===== config.mk =====
export PLATFORM = sky130hd
export DESIGN_NAME = fcm_ctrl
export DESIGN_NICKNAME = d
export VERILOG_FILES = /design/src/pkg/fcm_pkg.sv /design/src/pkg/fcm_edge_if.sv /design/src/fcm_ctrl.sv /design/src/fcm_edge_det.sv
export SDC_FILE = /design/constraint.sdc
export NUM_CORES = 1
export LEC_CHECK = 0
export ABC_AREA = 1
export BUFFER_PORTS_ARGS = -buffer_cell sky130_fd_sc_hd__buf_2
export CORE_MARGIN = 8
export CORE_UTILIZATION = 30
export DETAILED_ROUTE_END_ITERATION = 10
export PLACE_DENSITY = 0.6
export SETUP_SLACK_MARGIN = 0.5
export SLEW_MARGIN = 20
export SYNTH_ARGS = -nofsm -noshare
export SYNTH_HDL_FRONTEND = slang
export SYNTH_HIERARCHICAL = 1
export SYNTH_SLANG_ARGS = --single-unit

===== constraint.sdc =====
create_clock -name CORE_CLK -period 3.7 [get_ports CORE_CLK]
set_clock_uncertainty 0.15 [all_clocks]
set_input_delay 0.37 -clock CORE_CLK [delete_from_list [all_inputs] [get_ports CORE_CLK]]
set_output_delay 0.37 -clock CORE_CLK [all_outputs]
set_load 0.02 [all_outputs]

===== src/pkg/fcm_pkg.sv =====
// fuse check mode control: shared constants and types
// assumes a single 25 MHz core clock and an active-low power-on reset
package fcm_pkg;
  localparam int CLK_PERIOD_NS = 40;
  localparam logic [1:0] RISE_CNT_RST = 2'h0;
  localparam logic [1:0] RISE_CNT_END = 2'h2;
  localparam logic PIN_IDLE_HIGH = 1'b1;
  localparam logic FLAG_RST = 1'b0;
  localparam int KEY_BITS = 256;

  typedef enum logic [3:0]
  {
    FCM_POWERUP = 4'h1,
    FCM_ARMED = 4'h2,
    FCM_ACTIVE = 4'h4,
    FCM_DONE = 4'h8
  } fcm_state_type;

  localparam fcm_state_type STATE_RST = FCM_POWERUP;
endpackage : fcm_pkg


===== src/pkg/fcm_edge_if.sv =====
// edge events of the sampled test pins, passed from detector to controller
// assumes both ends share CORE_CLK
`timescale 1ns/1ns
interface fcm_edge_if;
  logic mode_level;
  logic mode_fall;
  logic mode_rise;
  logic test_fall;
  logic first_valid;

  modport src
  (
    output mode_level,
    output mode_fall,
    output mode_rise,
    output test_fall,
    output first_valid
  );
  modport dst
  (
    input mode_level,
    input mode_fall,
    input mode_rise,
    input test_fall,
    input first_valid
  );
endinterface : fcm_edge_if


===== src/fcm_ctrl.sv =====
// fuse check mode control for the test access port
// assumes RST_B is the power-on reset and pins are synchronous to CORE_CLK
//
// Function
// - check only on first access after power-up
// - first mode-select falling edge activates check
// - mode-select low at power-up activates check
// - second mode-select rising edge ends check
// - after ending, stay off until power-on reset
// - sense enabled only active and mode-select low
// - test-enable falling ends check, sense off
// - protection needs blown fuse and access key
`timescale 1ns/1ns
module fcm_ctrl
(
  input wire logic CORE_CLK, // core clock, 25 MHz
  input wire logic RST_B, // power-on reset, active low
  input wire logic TMODE_SEL, // test mode-select pin level
  input wire logic TEST_EN, // test-enable pin level
  input wire logic FUSE_BLOWN, // fuse sensed as blown
  input wire logic KEY_REQUIRED, // loader entry demands full access key
  output logic FUSE_SENSE_EN, // enable fuse sense path
  output logic CHECK_ACTIVE, // check mode active
  output logic CHECK_DONE, // check mode spent for this power cycle
  output logic PROTECT_OK // memory protection guaranteed
);
  import fcm_pkg::*;

  fcm_edge_if ev();

  fcm_edge_det u_edge
  (
    .clk(CORE_CLK),
    .rst_b(RST_B),
    .mode_pin(TMODE_SEL),
    .test_pin(TEST_EN),
    .ev(ev)
  );

  fcm_state_type state_r;
  fcm_state_type state_nxt;
  logic [1:0] rise_cnt_r;
  logic [1:0] rise_cnt_nxt;
  logic sense_r;
  logic sense_nxt;
  logic prot_r;
  logic prot_nxt;
  logic active_r;
  logic active_nxt;
  logic done_r;
  logic done_nxt;

  // one decode of the active state feeds both the flag and the sense gate
  function automatic logic check_on(input fcm_state_type st);
    check_on = (st == FCM_ACTIVE);
  endfunction : check_on

  function automatic logic check_spent(input fcm_state_type st);
    check_spent = (st == FCM_DONE);
  endfunction : check_spent

  // counter saturates so a late fourth rise cannot wrap it back to zero
  function automatic logic rise_limit(input logic [1:0] cnt);
    rise_limit = (cnt == RISE_CNT_END);
  endfunction : rise_limit

  function automatic logic [1:0] rise_step(input logic [1:0] cnt, input logic rise);
    rise_step = cnt;
    if (rise && !rise_limit(cnt))
    begin
      rise_step = cnt + 2'h1;
    end
  endfunction : rise_step

  // rising edges counted from power-up, not from activation
  always_comb
  begin
    rise_cnt_nxt = rise_step(rise_cnt_r, ev.mode_rise);
  end

  always_ff @(posedge CORE_CLK or negedge RST_B)
  begin
    if (!RST_B)
    begin
      rise_cnt_r <= RISE_CNT_RST;
    end
    else
    begin
      rise_cnt_r <= rise_cnt_nxt;
    end
  end

  always_comb
  begin
    state_nxt = state_r;
    case (state_r)
      FCM_POWERUP:
      begin
        // first sampled level stands in for the pin during power-up
        if (ev.first_valid && !ev.mode_level)
        begin
          state_nxt = FCM_ACTIVE;
        end
        else
        begin
          state_nxt = FCM_ARMED;
        end
      end
      FCM_ARMED:
      begin
        if (ev.test_fall)
        begin
          state_nxt = FCM_DONE;
        end
        else if (rise_limit(rise_cnt_nxt))
        begin
          state_nxt = FCM_DONE;
        end
        else if (ev.mode_fall)
        begin
          state_nxt = FCM_ACTIVE;
        end
      end
      FCM_ACTIVE:
      begin
        if (ev.test_fall)
        begin
          state_nxt = FCM_DONE;
        end
        else if (rise_limit(rise_cnt_nxt))
        begin
          state_nxt = FCM_DONE;
        end
      end
      FCM_DONE:
      begin
        state_nxt = FCM_DONE;
      end
      default:
      begin
        state_nxt = FCM_DONE;
      end
    endcase
  end

  always_comb
  begin
    active_nxt = check_on(state_nxt);
    done_nxt = check_spent(state_nxt);
  end

  always_ff @(posedge CORE_CLK or negedge RST_B)
  begin
    if (!RST_B)
    begin
      state_r <= STATE_RST;
    end
    else
    begin
      state_r <= state_nxt;
    end
  end

  always_ff @(posedge CORE_CLK or negedge RST_B)
  begin
    if (!RST_B)
    begin
      active_r <= FLAG_RST;
      done_r <= FLAG_RST;
    end
    else
    begin
      active_r <= active_nxt;
      done_r <= done_nxt;
    end
  end

  // sense follows the next state so it drops in the same edge as the flag
  always_comb
  begin
    // host keeps the pin high to avoid draw while the check is active
    sense_nxt = check_on(state_nxt) && !TMODE_SEL;
  end

  // no sense current may flow while power-up is still in reset
  always_ff @(posedge CORE_CLK or negedge RST_B)
  begin
    if (!RST_B)
    begin
      sense_r <= FLAG_RST;
    end
    else
    begin
      sense_r <= sense_nxt;
    end
  end

  // protection is a plain level pair, independent of the check mode
  always_comb
  begin
    prot_nxt = FUSE_BLOWN && KEY_REQUIRED;
  end

  always_ff @(posedge CORE_CLK or negedge RST_B)
  begin
    if (!RST_B)
    begin
      prot_r <= FLAG_RST;
    end
    else
    begin
      prot_r <= prot_nxt;
    end
  end

  assign FUSE_SENSE_EN = sense_r;
  assign CHECK_ACTIVE = active_r;
  assign CHECK_DONE = done_r;
  assign PROTECT_OK = prot_r;
endmodule : fcm_ctrl


===== src/fcm_edge_det.sv =====
// edge detector for the mode-select and test-enable pins
// assumes pins already synchronous to CORE_CLK
`timescale 1ns/1ns
module fcm_edge_det
(
  input wire logic clk, // core clock
  input wire logic rst_b, // power-on reset, active low
  input wire logic mode_pin, // mode-select level
  input wire logic test_pin, // test-enable level
  fcm_edge_if.src ev // edge events
);
  import fcm_pkg::*;

  logic mode_prev_r;
  logic mode_prev_nxt;
  logic test_prev_r;
  logic test_prev_nxt;
  logic seen_r;
  logic seen_nxt;

  always_comb
  begin
    mode_prev_nxt = mode_pin;
    test_prev_nxt = test_pin;
    seen_nxt = 1'b1;
  end

  // previous mode level resets to idle-high and test level to low, so no edge is faked at release
  always_ff @(posedge clk or negedge rst_b)
  begin
    if (!rst_b)
    begin
      mode_prev_r <= PIN_IDLE_HIGH;
      test_prev_r <= FLAG_RST;
      seen_r <= FLAG_RST;
    end
    else
    begin
      mode_prev_r <= mode_prev_nxt;
      test_prev_r <= test_prev_nxt;
      seen_r <= seen_nxt;
    end
  end

  assign ev.mode_level = mode_pin;
  assign ev.mode_fall = seen_r & mode_prev_r & ~mode_pin;
  assign ev.mode_rise = seen_r & ~mode_prev_r & mode_pin;
  assign ev.test_fall = seen_r & test_prev_r & ~test_pin;
  assign ev.first_valid = ~seen_r;
endmodule : fcm_edge_det


==> results of run 1 <==
-- synth_stat cells --
cell type  instances
nand2_1           15
inv_1             14
dfrtp_1           11
nor2_1             7
nand2_2            4
nand3_1            3
nor2_2             3
conb_1             2
dfstp_2            2
o21ai_0            2
buf_4              1
ha_1               1
nor3_2             1
o31ai_1            1
o32ai_1            1
-- cells by family after synthesis --
kind of cell | count (synthesis) | share of synthesized area, %
and+or+nand+nor | 33 | 25.85
adders and majority gates | 1 | 2.136
buffers and inverters | 15 | 10.26
DFF | 13 | 55.98
AOI/OAI and AO/OA | 4 | 4.488
other | 2 | 1.283
-- metal layers --
layer	share of wire, %	wire (µm)	up-vias	global-route usage [%]
li1	-	-	222	-
met1	44	442	173	6.815
met2	43	429	11	9.909
met3	5.6	56	5	2.581
met4	6.9	69	0	10.20
met5	0	0	-	0
-- path summary, 6_finish.rpt --
path	start	to	slack, ns	depth (start not counted)
setup / recovery	rise_cnt_r[0]	state_r[2]	2.15	10
hold / removal	TEST_EN	u_edge/test_prev_r	0.06	1
setup reg to reg	rise_cnt_r[0]	state_r[2]	2.15	10
hold reg to reg	rise_cnt_r[1]	rise_cnt_r[1]	0.37	2
max in group asynchronous	RST_B	u_edge/mode_prev_r	2.78	2
min in group asynchronous	RST_B	state_r[3]	0.34	2
-- worst register-to-register path, stage by stage (launching register included) --
cell and delay [ns]:
dfrtp_1 0.35, inv_1 0.05, ha_1 0.29, inv_1 0.05, nand3_1 0.08, nand2_2 0.09, nand2_2 0.06, nand2_1 0.06
nand2_1 0.06, nor2_2 0.16, inv_1 0.06
-- where the power goes --
group / switching (W) / internal (W) / total (W) / leakage, nW
Clock: 0.0000453 / 0.0000419 / 0.0000872 / 0.0150
Sequential: 0.00000716 / 0.000156 / 0.000163 / 0.154
Combinational: 0.0000395 / 0.0000216 / 0.0000611 / 0.202
Total: 0.0000920 / 0.000220 / 0.000312 / 0.371
-- what timing repair did --
| item | CTS | global route |
|---|---|---|
| hold buffers | 1 | 0 |
| hold endpoints to repair | 11 | 0 |
| endpoints found under the setup margin | 0 | 0 |
| resized for setup | 0 | 0 |
-- flip-flops by register name, indices dropped and copies added, names as in the netlist --
name                cells
CHECK_ACTIVE            1
CHECK_DONE              1
FUSE_SENSE_EN           1
PROTECT_OK              1
rise_cnt_r              2
state_r                 4
u_edge/mode_prev_r      1
u_edge/seen_r           1
u_edge/test_prev_r      1
-- cell usage in the layout (no fill, tap or decap) --
master and count:
o32ai_1 1, conb_1 2, dfrtp_1 11, ha_1 1, nor2_1 7, buf_2 9
o21ai_0 2, dfstp_2 2, nand2_2 4, nand3_1 3, o31ai_1 1, clkbuf_1 1
clkbuf_4 3, nor3_2 1, nor2_2 3, dlygate4sd3_1 1, inv_1 14, nand2_1 15
-- metrics by stage --
stage	cells	setup WS, ns	hold WS (ns)	util [%]	power [W]
3_5_place_dp	103	2.054	0.1243	34.54	0.0002293
6_report	108	2.153	0.06424	36.45	0.0003118
4_1_cts	108	2.125	0.05800	36.45	0.0003199
5_1_grt	108	1.987	0.06397	36.45	0.0003328
2_1_floorplan	68	2.251	-0.07559	-	0.0002117
3_3_place_gp	103	2.102	0.1221	34.54	0.0002243
-- layout make-up --
cell class / count / area share, %
Sequential cell: 13 / 47.29
Timing Repair Buffer: 10 / 7.942
Multi-Input combinational cell: 40 / 28.52
Inverter: 14 / 7.581
Clock buffer: 4 / 3.791
Tap cell: 27 / 4.874
==> flow_metrics.env, run 1 <==
export IMPL_row_count=16
export IMPL_finalWeightedCongestion=0.7310
export IMPL_clockBufferDepth=2
export IMPL_numCtsBuffers=3
export IMPL_wl_per_cell_um=9.231
export IMPL_synth_top_cell_by_area="dfrtp_1"
export IMPL_routed_via_density=3.806
export IMPL_grt_pass1_wl_um=1759
export IMPL_setup_tns_ns=0
export IMPL_initial_core_util_pct=30.79
export IMPL_dieArea_um2=3622
export IMPL_regArea_um2=327.8
export IMPL_h_tree_depth=1
export IMPL_num_vias=411
export IMPL_track_usage_pct=7.108
export IMPL_fillers=206
export IMPL_hold_class="in2reg"
export IMPL_cpLargestDelayFamily="simple AND/OR/NAND/NOR gates"
export IMPL_syn_num_nets=75
export IMPL_setup_viol=0
export IMPL_fin_area_um2=693.2
export IMPL_drtIter0Drc=5
export IMPL_status="finished clean"
export IMPL_multi_input_area_um2=197.7
export IMPL_pin_count=10
export IMPL_path_cells="inv_1 -> ha_1 -> inv_1 -> nand3_1 -> nand2_2 -> nand2_2 -> nand2_1 -> nand2_1 -> nor2_2 -> inv_1"
export IMPL_drv_cap=0
export IMPL_hpwl_um=808.4
export IMPL_ir_drop_uv=203.5
export IMPL_crit_path_top_delay_cell="dfrtp_1"
export IMPL_cts_setup_buffers=0
export IMPL_drive_gt1_share_pct=27.16
export IMPL_p_leak_nw=0.3709
export IMPL_fin_nets=89
export IMPL_synth_area_leaders="dfrtp_1 47%, nand2_1 9.6%, dfstp_2 9.0%"
export IMPL_clk_pin_slew_ns=0.07
export IMPL_slowest_delay_ns=0.35
export IMPL_period_minus_slack_ns=1.547
export IMPL_core_area_um2=1902
export IMPL_dpl_cell_area_um2=656.9
export IMPL_cp_num_buf_inv=3
export IMPL_grt_max_degree=14
export IMPL_critPathCaptureType="register"
export IMPL_synth_top_area_share_pct=47.01
export IMPL_rsz0062_at_grt="false"
export IMPL_synth_cells=68
export IMPL_cts_root_buf="clkbuf_4"
export IMPL_grt_overflow=0
export IMPL_synthesis_area_um2=585.6
export IMPL_clock_sinks=13
export IMPL_numPortBuffers=9
export IMPL_remaining_drc_errors=0
export IMPL_ys_ff_latch=13
export IMPL_cts_tree="done"
export IMPL_wl_um=997
export IMPL_ant_nets=0
export IMPL_ys_warn_count=6
export IMPL_fp_dieW_um=60.18
export IMPL_insertion_delay_ns=0.28
export IMPL_ys_types=15
export IMPL_area_delta_synth_final_pct=18.38
export IMPL_required_ns=3.72
export IMPL_slew_violations=0
export IMPL_die_y_um=60.18
export IMPL_worst_setup_path_start_kind="register"
export IMPL_hold_violations=0
export IMPL_avgSynthCellArea_um2=8.611
export IMPL_fin_crit_sh_pct=41.80
export IMPL_diodes=0
export IMPL_path_max_fanout=3
export IMPL_grt_pass1_vias=429
export IMPL_fmax_mhz=646.6
export IMPL_antenna_found_initial=0
export IMPL_crit_arrival_ns=1.57
export IMPL_drtPass1Iterations=3
export IMPL_critical_path_class="reg2reg"
export IMPL_synth_seq_area_share_pct=55.98
export IMPL_cp_common_cell="inv_1"
export IMPL_power_density_nw_per_um2=449.8
Power figures use the tool's default switching activity.
==> run 2: changes to the inputs <==
--- a/config.mk
+++ b/config.mk
@@ -5,12 +5,12 @@
 export SDC_FILE = /design/constraint.sdc
 export NUM_CORES = 1
 export LEC_CHECK = 0
-export ABC_AREA = 1
+export ABC_AREA = 0
 export BUFFER_PORTS_ARGS = -buffer_cell sky130_fd_sc_hd__buf_2
 export CORE_MARGIN = 8
 export CORE_UTILIZATION = 30
 export DETAILED_ROUTE_END_ITERATION = 10
-export PLACE_DENSITY = 0.6
+export PLACE_DENSITY = 0.62
 export SETUP_SLACK_MARGIN = 0.5
 export SLEW_MARGIN = 20
 export SYNTH_ARGS = -nofsm -noshare
==> constraint.sdc (replaced) <==
create_clock -name CORE_CLK -period 1.3 [get_ports CORE_CLK]
set_clock_uncertainty 0.15 [all_clocks]
set_input_delay 0.13 -clock CORE_CLK [delete_from_list [all_inputs] [get_ports CORE_CLK]]
set_output_delay 0.13 -clock CORE_CLK [all_outputs]
set_load 0.02 [all_outputs]
==> run 2 against run 1 <==
  * The flow now finishes with violations (negative hold slack, negative setup slack)
  * Cell count fell by 10%
  * Count of clock-buffer cells in the layout unchanged
  * Global-route usage increased by 0.18 points
  * Sequential power rose to 2.9 times the previous value
  * Synthesized cell count shrank 32%
  * Critical path type unchanged
  * Highest routed layer unchanged
==> flow_metrics.env, run 2 <==
export IMPL_status="finished, violations left"
export IMPL_violations="negative hold slack, negative setup slack"
export IMPL_antenna_found_initial=0
export IMPL_hpwl_um=702.6
export IMPL_hold_depth=2
export IMPL_ff2ff_setup_slack_ns=-0.22
export IMPL_largest_reg_flops=4
export IMPL_power_density_nw_per_um2=1267
export IMPL_regArea_um2=327.8
export IMPL_numCtsBuffers=3
export IMPL_drtPass1Iterations=3
export IMPL_post_place_ws_ns=-0.2402
export IMPL_rsz0062_at_grt="true"
export IMPL_power_total_w=0.001088
export IMPL_wl_um=1020
export IMPL_h_tree_depth=1
export IMPL_drtIter0Drc=3
export IMPL_ir_drop_uv=590.5
export IMPL_ys_types=25
export IMPL_reg_top3="state_r: 4 flops, rise_cnt_r: 2 flops"
export IMPL_hold_class="in2reg"
export IMPL_grt_overflow=0
export IMPL_fin_nets=78
export IMPL_clockBufferDepth=2
export IMPL_yosysMostFrequentCell="dfrtp_1"
export IMPL_crit_path_start="u_edge/mode_prev_r"
export IMPL_cts_root_buf="clkbuf_4"
export IMPL_grt_max_degree=14
export IMPL_grt_pass1_wl_um=1876
export IMPL_initial_core_util_pct=30.72
export IMPL_crit_arrival_ns=1.57
export IMPL_core_area_um2=1882
export IMPL_required_ns=1.36
export IMPL_ant_nets=0
export IMPL_grt_pass1_vias=443
export IMPL_setup_viol=8
export IMPL_synthTopCellsByCount="11 x dfrtp_1, 5 x inv_1, 3 x and3b_1, 3 x nand2b_1"
export IMPL_synth_main_ff_cell="dfrtp_1"
export IMPL_final_core_util_pct=45.61
export IMPL_clock_sinks=13
export IMPL_fmax_mhz=659.9
export IMPL_dpl_cell_area_um2=694.4
export IMPL_most_common_layout_cells="11 x dfrtp_1, 7 x buf_4, 6 x buf_6"
export IMPL_hold_path_startpoint="KEY_REQUIRED"
export IMPL_area_delta_synth_final_pct=48.48
export IMPL_hold_violations=1
export IMPL_syn_num_nets=53
export IMPL_multi_input_area_um2=276.5
export IMPL_fin_area_um2=858.3
export IMPL_worstReg2RegStart="u_edge/mode_prev_r"
export IMPL_track_usage_pct=7.288
export IMPL_pin_count=10
export IMPL_clk_pin_slew_ns=0.08
export IMPL_ctsHoldBuffers=3
export IMPL_diodes=0
export IMPL_path_max_fanout=3
export IMPL_fin_crit_sh_pct=116.6
export IMPL_drive_gt1_share_pct=50.00
export IMPL_largest_register="state_r"
export IMPL_dieArea_um2=3587
export IMPL_reg2reg_depth=6
export IMPL_worst_slack_ns=-0.2153
export IMPL_insertion_delay_ns=0.28
export IMPL_die_y_um=59.90
export IMPL_synth_cells=46
export IMPL_row_count=16
export IMPL_wl_per_cell_um=10.52
export IMPL_synth_top_area_share_pct=47.62
export IMPL_synth_edf_count=0
export IMPL_p_leak_nw=0.3770
export IMPL_fp_dieW_um=59.90
export IMPL_synth_area_leaders="dfrtp_1 48%, dfstp_2 9.1%, and3b_1 4.5%"
export IMPL_ys_async_sr_fraction_pct=100.0
export IMPL_critical_path_class="reg2reg"
export IMPL_ys_warn_count=6
export IMPL_finalWeightedCongestion=0.7222
export IMPL_critPathCaptureType="register"
export IMPL_fillers=187
export IMPL_mostFrequentLayoutCell="dfrtp_1"
export IMPL_hold_worst_slack_ns=-0.09253
export IMPL_synth_top_cell_by_area="dfrtp_1"
export IMPL_cts_tree="done"
export IMPL_ys_ff_latch=13
export IMPL_num_vias=389
export IMPL_worst_setup_path_start_kind="register"
export IMPL_period_minus_slack_ns=1.515
export IMPL_remaining_drc_errors=0
export IMPL_synthesis_area_um2=578.1
export IMPL_numPortBuffers=9
export IMPL_slew_violations=0
export IMPL_avgSynthCellArea_um2=12.57
export IMPL_routed_via_density=4.010
export IMPL_synth_seq_area_share_pct=56.71
export IMPL_drv_cap=0
[run 2: worst paths after layout]
check                                     end
setup / recovery                   state_r[3]
min in group asynchronous          CHECK_DONE
hold reg to reg                 rise_cnt_r[1]
setup reg to reg                   state_r[3]
max in group asynchronous  u_edge/mode_prev_r
hold / removal                     PROTECT_OK
[run 2: cell type report]
cell class | count | share of cell area, %
flip-flops and latches | 13 | 38.19
multi-input cells | 27 | 32.22
repair buffers | 21 | 20.41
well taps | 27 | 3.936
clock buffers | 4 | 3.061
inverters | 5 | 2.187
[run 2: repair_timing]
item	4_1_cts	5_1_grt
hold endpoints to repair	16	1
setup endpoints to repair	12	12
pin swaps	3	1
setup buffers	2	1
resized for setup	15	4
[run 2: logic make-up (layout without fill, tap and decap cells)]
kind of cell               after synthesis  in the layout  synth area share, %
and+or+nand+nor                         16             16                23.81
DFF                                     13             13                56.71
AOI/OAI and AO/OA                        6              6                8.224
buffers and inverters                    6             30                4.546
other                                    2              2                1.299
adders and majority gates                1              1                2.164
xor gates and xnor gates                 1              1                1.515
muxes                                    1              1                1.732
[run 2: through the flow]
stage                     std cells  TNS [ns]
final                            97    -1.240
after global routing             97    -1.714
after CTS                        96    -1.105
after detailed placement         87    -1.052
after global placement           87   -0.9947
after floorplan                  46   -0.5549
[run 2: power breakdown]
group	leakage [nW]	switching, W	internal [W]
Clock	0.0150	0.000131	0.000119
Sequential	0.154	0.0000291	0.000447
Combinational	0.209	0.000138	0.000224
[run 2: worst max-delay path, cell delays in order (launching register included)]
cell and delay (ns):
dfstp_2 0.52, and3b_1 0.18, nor2b_4 0.13, o211ai_4 0.19, buf_6 0.14, a21oi_2 0.04
nor2_1 0.10
[run 2: layer usage]
metal  wire [µm]  vias up  global-route usage [%]
met5           0        -                       0
met4          36        0                   6.122
met3          62        5                   3.441
met2         449       10                   10.62
met1         472      179                   7.769
li1            -      195                       -
==> run 3: changes to the inputs <==
--- a/config.mk
+++ b/config.mk
@@ -10,7 +10,6 @@
 export CORE_MARGIN = 8
 export CORE_UTILIZATION = 30
 export DETAILED_ROUTE_END_ITERATION = 10
-export PLACE_DENSITY = 0.62
 export SETUP_SLACK_MARGIN = 0.5
 export SLEW_MARGIN = 20
 export SYNTH_ARGS = -nofsm -noshare
==> run 3 against run 2 <==
  * Highest routed layer unchanged
  * Clock power down 2%
  * First-iteration DRC count rose by 33%
  * Global-route usage fell by 0.45 points
  * The run still ends with negative hold slack, negative setup slack left
  * Hold slack better by 0.0027 ns
  * Critical path depth decreased by 1
  * Sequential share of layout area increased by 1.6 points
  * Routed wire length decreased by 6.1%
  * Final area decreased by 4.1%
==> flow_metrics.env, run 3 (synthesized netlist as in run 2, its figures left out) <==
export IMPL_largest_register="state_r"
export IMPL_period_minus_slack_ns=1.523
export IMPL_routed_via_density=4.105
export IMPL_reg_top3="state_r: 4 flops, rise_cnt_r: 2 flops"
export IMPL_final_core_util_pct=43.75
export IMPL_largest_reg_flops=4
export IMPL_die_y_um=59.90
export IMPL_area_delta_synth_final_pct=42.42
export IMPL_fmax_mhz=656.5
export IMPL_finalNonFillerCells=95
export IMPL_cts_tree="done"
export IMPL_clockBufferDepth=2
export IMPL_row_count=16
export IMPL_ant_nets=0
export IMPL_dieArea_um2=3587
export IMPL_worst_slack_ns=-0.2231
export IMPL_wl_um=958
export IMPL_fp_dieW_um=59.90
export IMPL_numCtsBuffers=3
export IMPL_path_cells="and3b_1 -> nor2b_4 -> o211ai_4 -> o21ai_2 -> and2b_1"
export IMPL_wl_per_cell_um=10.08
export IMPL_setup_viol=8
export IMPL_slew_violations=0
export IMPL_initial_core_util_pct=30.72
export IMPL_remaining_drc_errors=0
export IMPL_cp_num_buf_inv=0
export IMPL_h_tree_depth=1
export IMPL_dp_cells=87
export IMPL_drv_cap=0
export IMPL_status="finished, violations left"
export IMPL_grt_max_degree=14
export IMPL_mostFrequentLayoutCell="dfrtp_1"
export IMPL_core_area_um2=1882
export IMPL_drtPass1Iterations=4
export IMPL_pin_count=10
export IMPL_most_common_layout_cells="11 x dfrtp_1, 6 x buf_6, 5 x buf_2, 5 x buf_4, 4 x inv_1"
export IMPL_cts_root_buf="clkbuf_4"
export IMPL_critPathCaptureType="register"
export IMPL_clock_sinks=13
export IMPL_crit_path_top_delay_cell="dfstp_2"
export IMPL_hold_violations=1
export IMPL_ctsHoldBuffers=3
export IMPL_track_usage_pct=6.840
export IMPL_cpLargestDelayFamily="flip-flops"
export IMPL_hold_class="in2reg"
export IMPL_finalWeightedCongestion=0.6943
export IMPL_crit_arrival_ns=1.54
export IMPL_power_density_nw_per_um2=1280
export IMPL_critical_path_class="reg2reg"
export IMPL_violations="negative hold slack, negative setup slack"
export IMPL_drive_gt1_share_pct=45.59
export IMPL_hpwl_um=736.3
export IMPL_diodes=0
export IMPL_fillers=188
export IMPL_num_vias=390
export IMPL_insertion_delay_ns=0.27
export IMPL_grt_pass1_vias=406
export IMPL_numPortBuffers=9
export IMPL_fin_nets=76
export IMPL_rsz0062_at_grt="true"
export IMPL_ir_drop_uv=975.1
export IMPL_hold_worst_slack_ns=-0.08985
export IMPL_clk_pin_slew_ns=0.08
export IMPL_required_ns=1.32
export IMPL_slowest_delay_ns=0.52
export IMPL_p_leak_nw=0.3648
export IMPL_worst_setup_path_start_kind="register"
export IMPL_grt_overflow=0
export IMPL_path_max_fanout=4
export IMPL_antenna_found_initial=0
export IMPL_grt_pass1_wl_um=1759
export IMPL_fin_crit_sh_pct=117.2
export IMPL_drtIter0Drc=4
[run 3: final cells by class]
| type | instances | area, µm² | area share, % |
|---|---|---|---|
| tap | 27 | 33.78 | 4.103 |
| timing repair buffer | 19 | 160.2 | 19.45 |
| inverter | 5 | 18.77 | 2.280 |
| sequential | 13 | 327.8 | 39.82 |
| multi-input combinational | 27 | 256.5 | 31.16 |
| clock buffer | 4 | 26.28 | 3.191 |
[run 3: worst paths after layout]
kind                       cells after the start                 end  slack, ns               start
min reg2reg                                    3          state_r[2]       0.48          state_r[1]
min in group asynchronous                      2  u_edge/test_prev_r       0.12               RST_B
max reg2reg                                    5       FUSE_SENSE_EN      -0.22  u_edge/mode_prev_r
max in group asynchronous                      2  u_edge/mode_prev_r       0.61               RST_B
max                                            5       FUSE_SENSE_EN      -0.22  u_edge/mode_prev_r
min                                            2          PROTECT_OK      -0.09        KEY_REQUIRED
[run 3: worst reg2reg max path, stage by stage (launching register included)]
cell,delay (ns)
dfstp_2,0.52
and3b_1,0.18
nor2b_4,0.14
o211ai_4,0.21
o21ai_2,0.08
and2b_1,0.15
[run 3: what timing repair did]
item | 4_1_cts | 5_1_grt
pin swaps | 3 | 0
gates cloned | 0 | 0
setup endpoints to repair | 12 | 12
gates resized for setup | 13 | 2
hold endpoints to repair | 16 | 1
setup buffers | 1 | 0
[run 3: metrics by stage]
stage | area [µm²] | setup WS (ns) | TNS, ns | power (W)
global placement | 694.4 | -0.2073 | -0.9496 | 0.0007225
finish | 823.3 | -0.2231 | -1.099 | 0.001054
global route | 823.3 | -0.2869 | -1.588 | 0.001143
detailed placement | 694.4 | -0.2378 | -1.124 | 0.0007281
CTS | 812.0 | -0.2239 | -1.155 | 0.001055
floorplan | 578.1 | -0.1727 | -0.5549 | 0.0006097
[run 3: power by group]
| part | internal (W) | switching [W] | total (W) |
|---|---|---|---|
| logic | 0.000202 | 0.000127 | 0.000329 |
| registers | 0.000447 | 0.0000333 | 0.000480 |
| clock network | 0.000119 | 0.000126 | 0.000245 |
[run 3: per-layer routing]
layer	global-route usage [%]	wire length, µm
met2	9.077	414
met5	0	0
met3	3.871	82
met4	4.082	17
met1	8.250	444
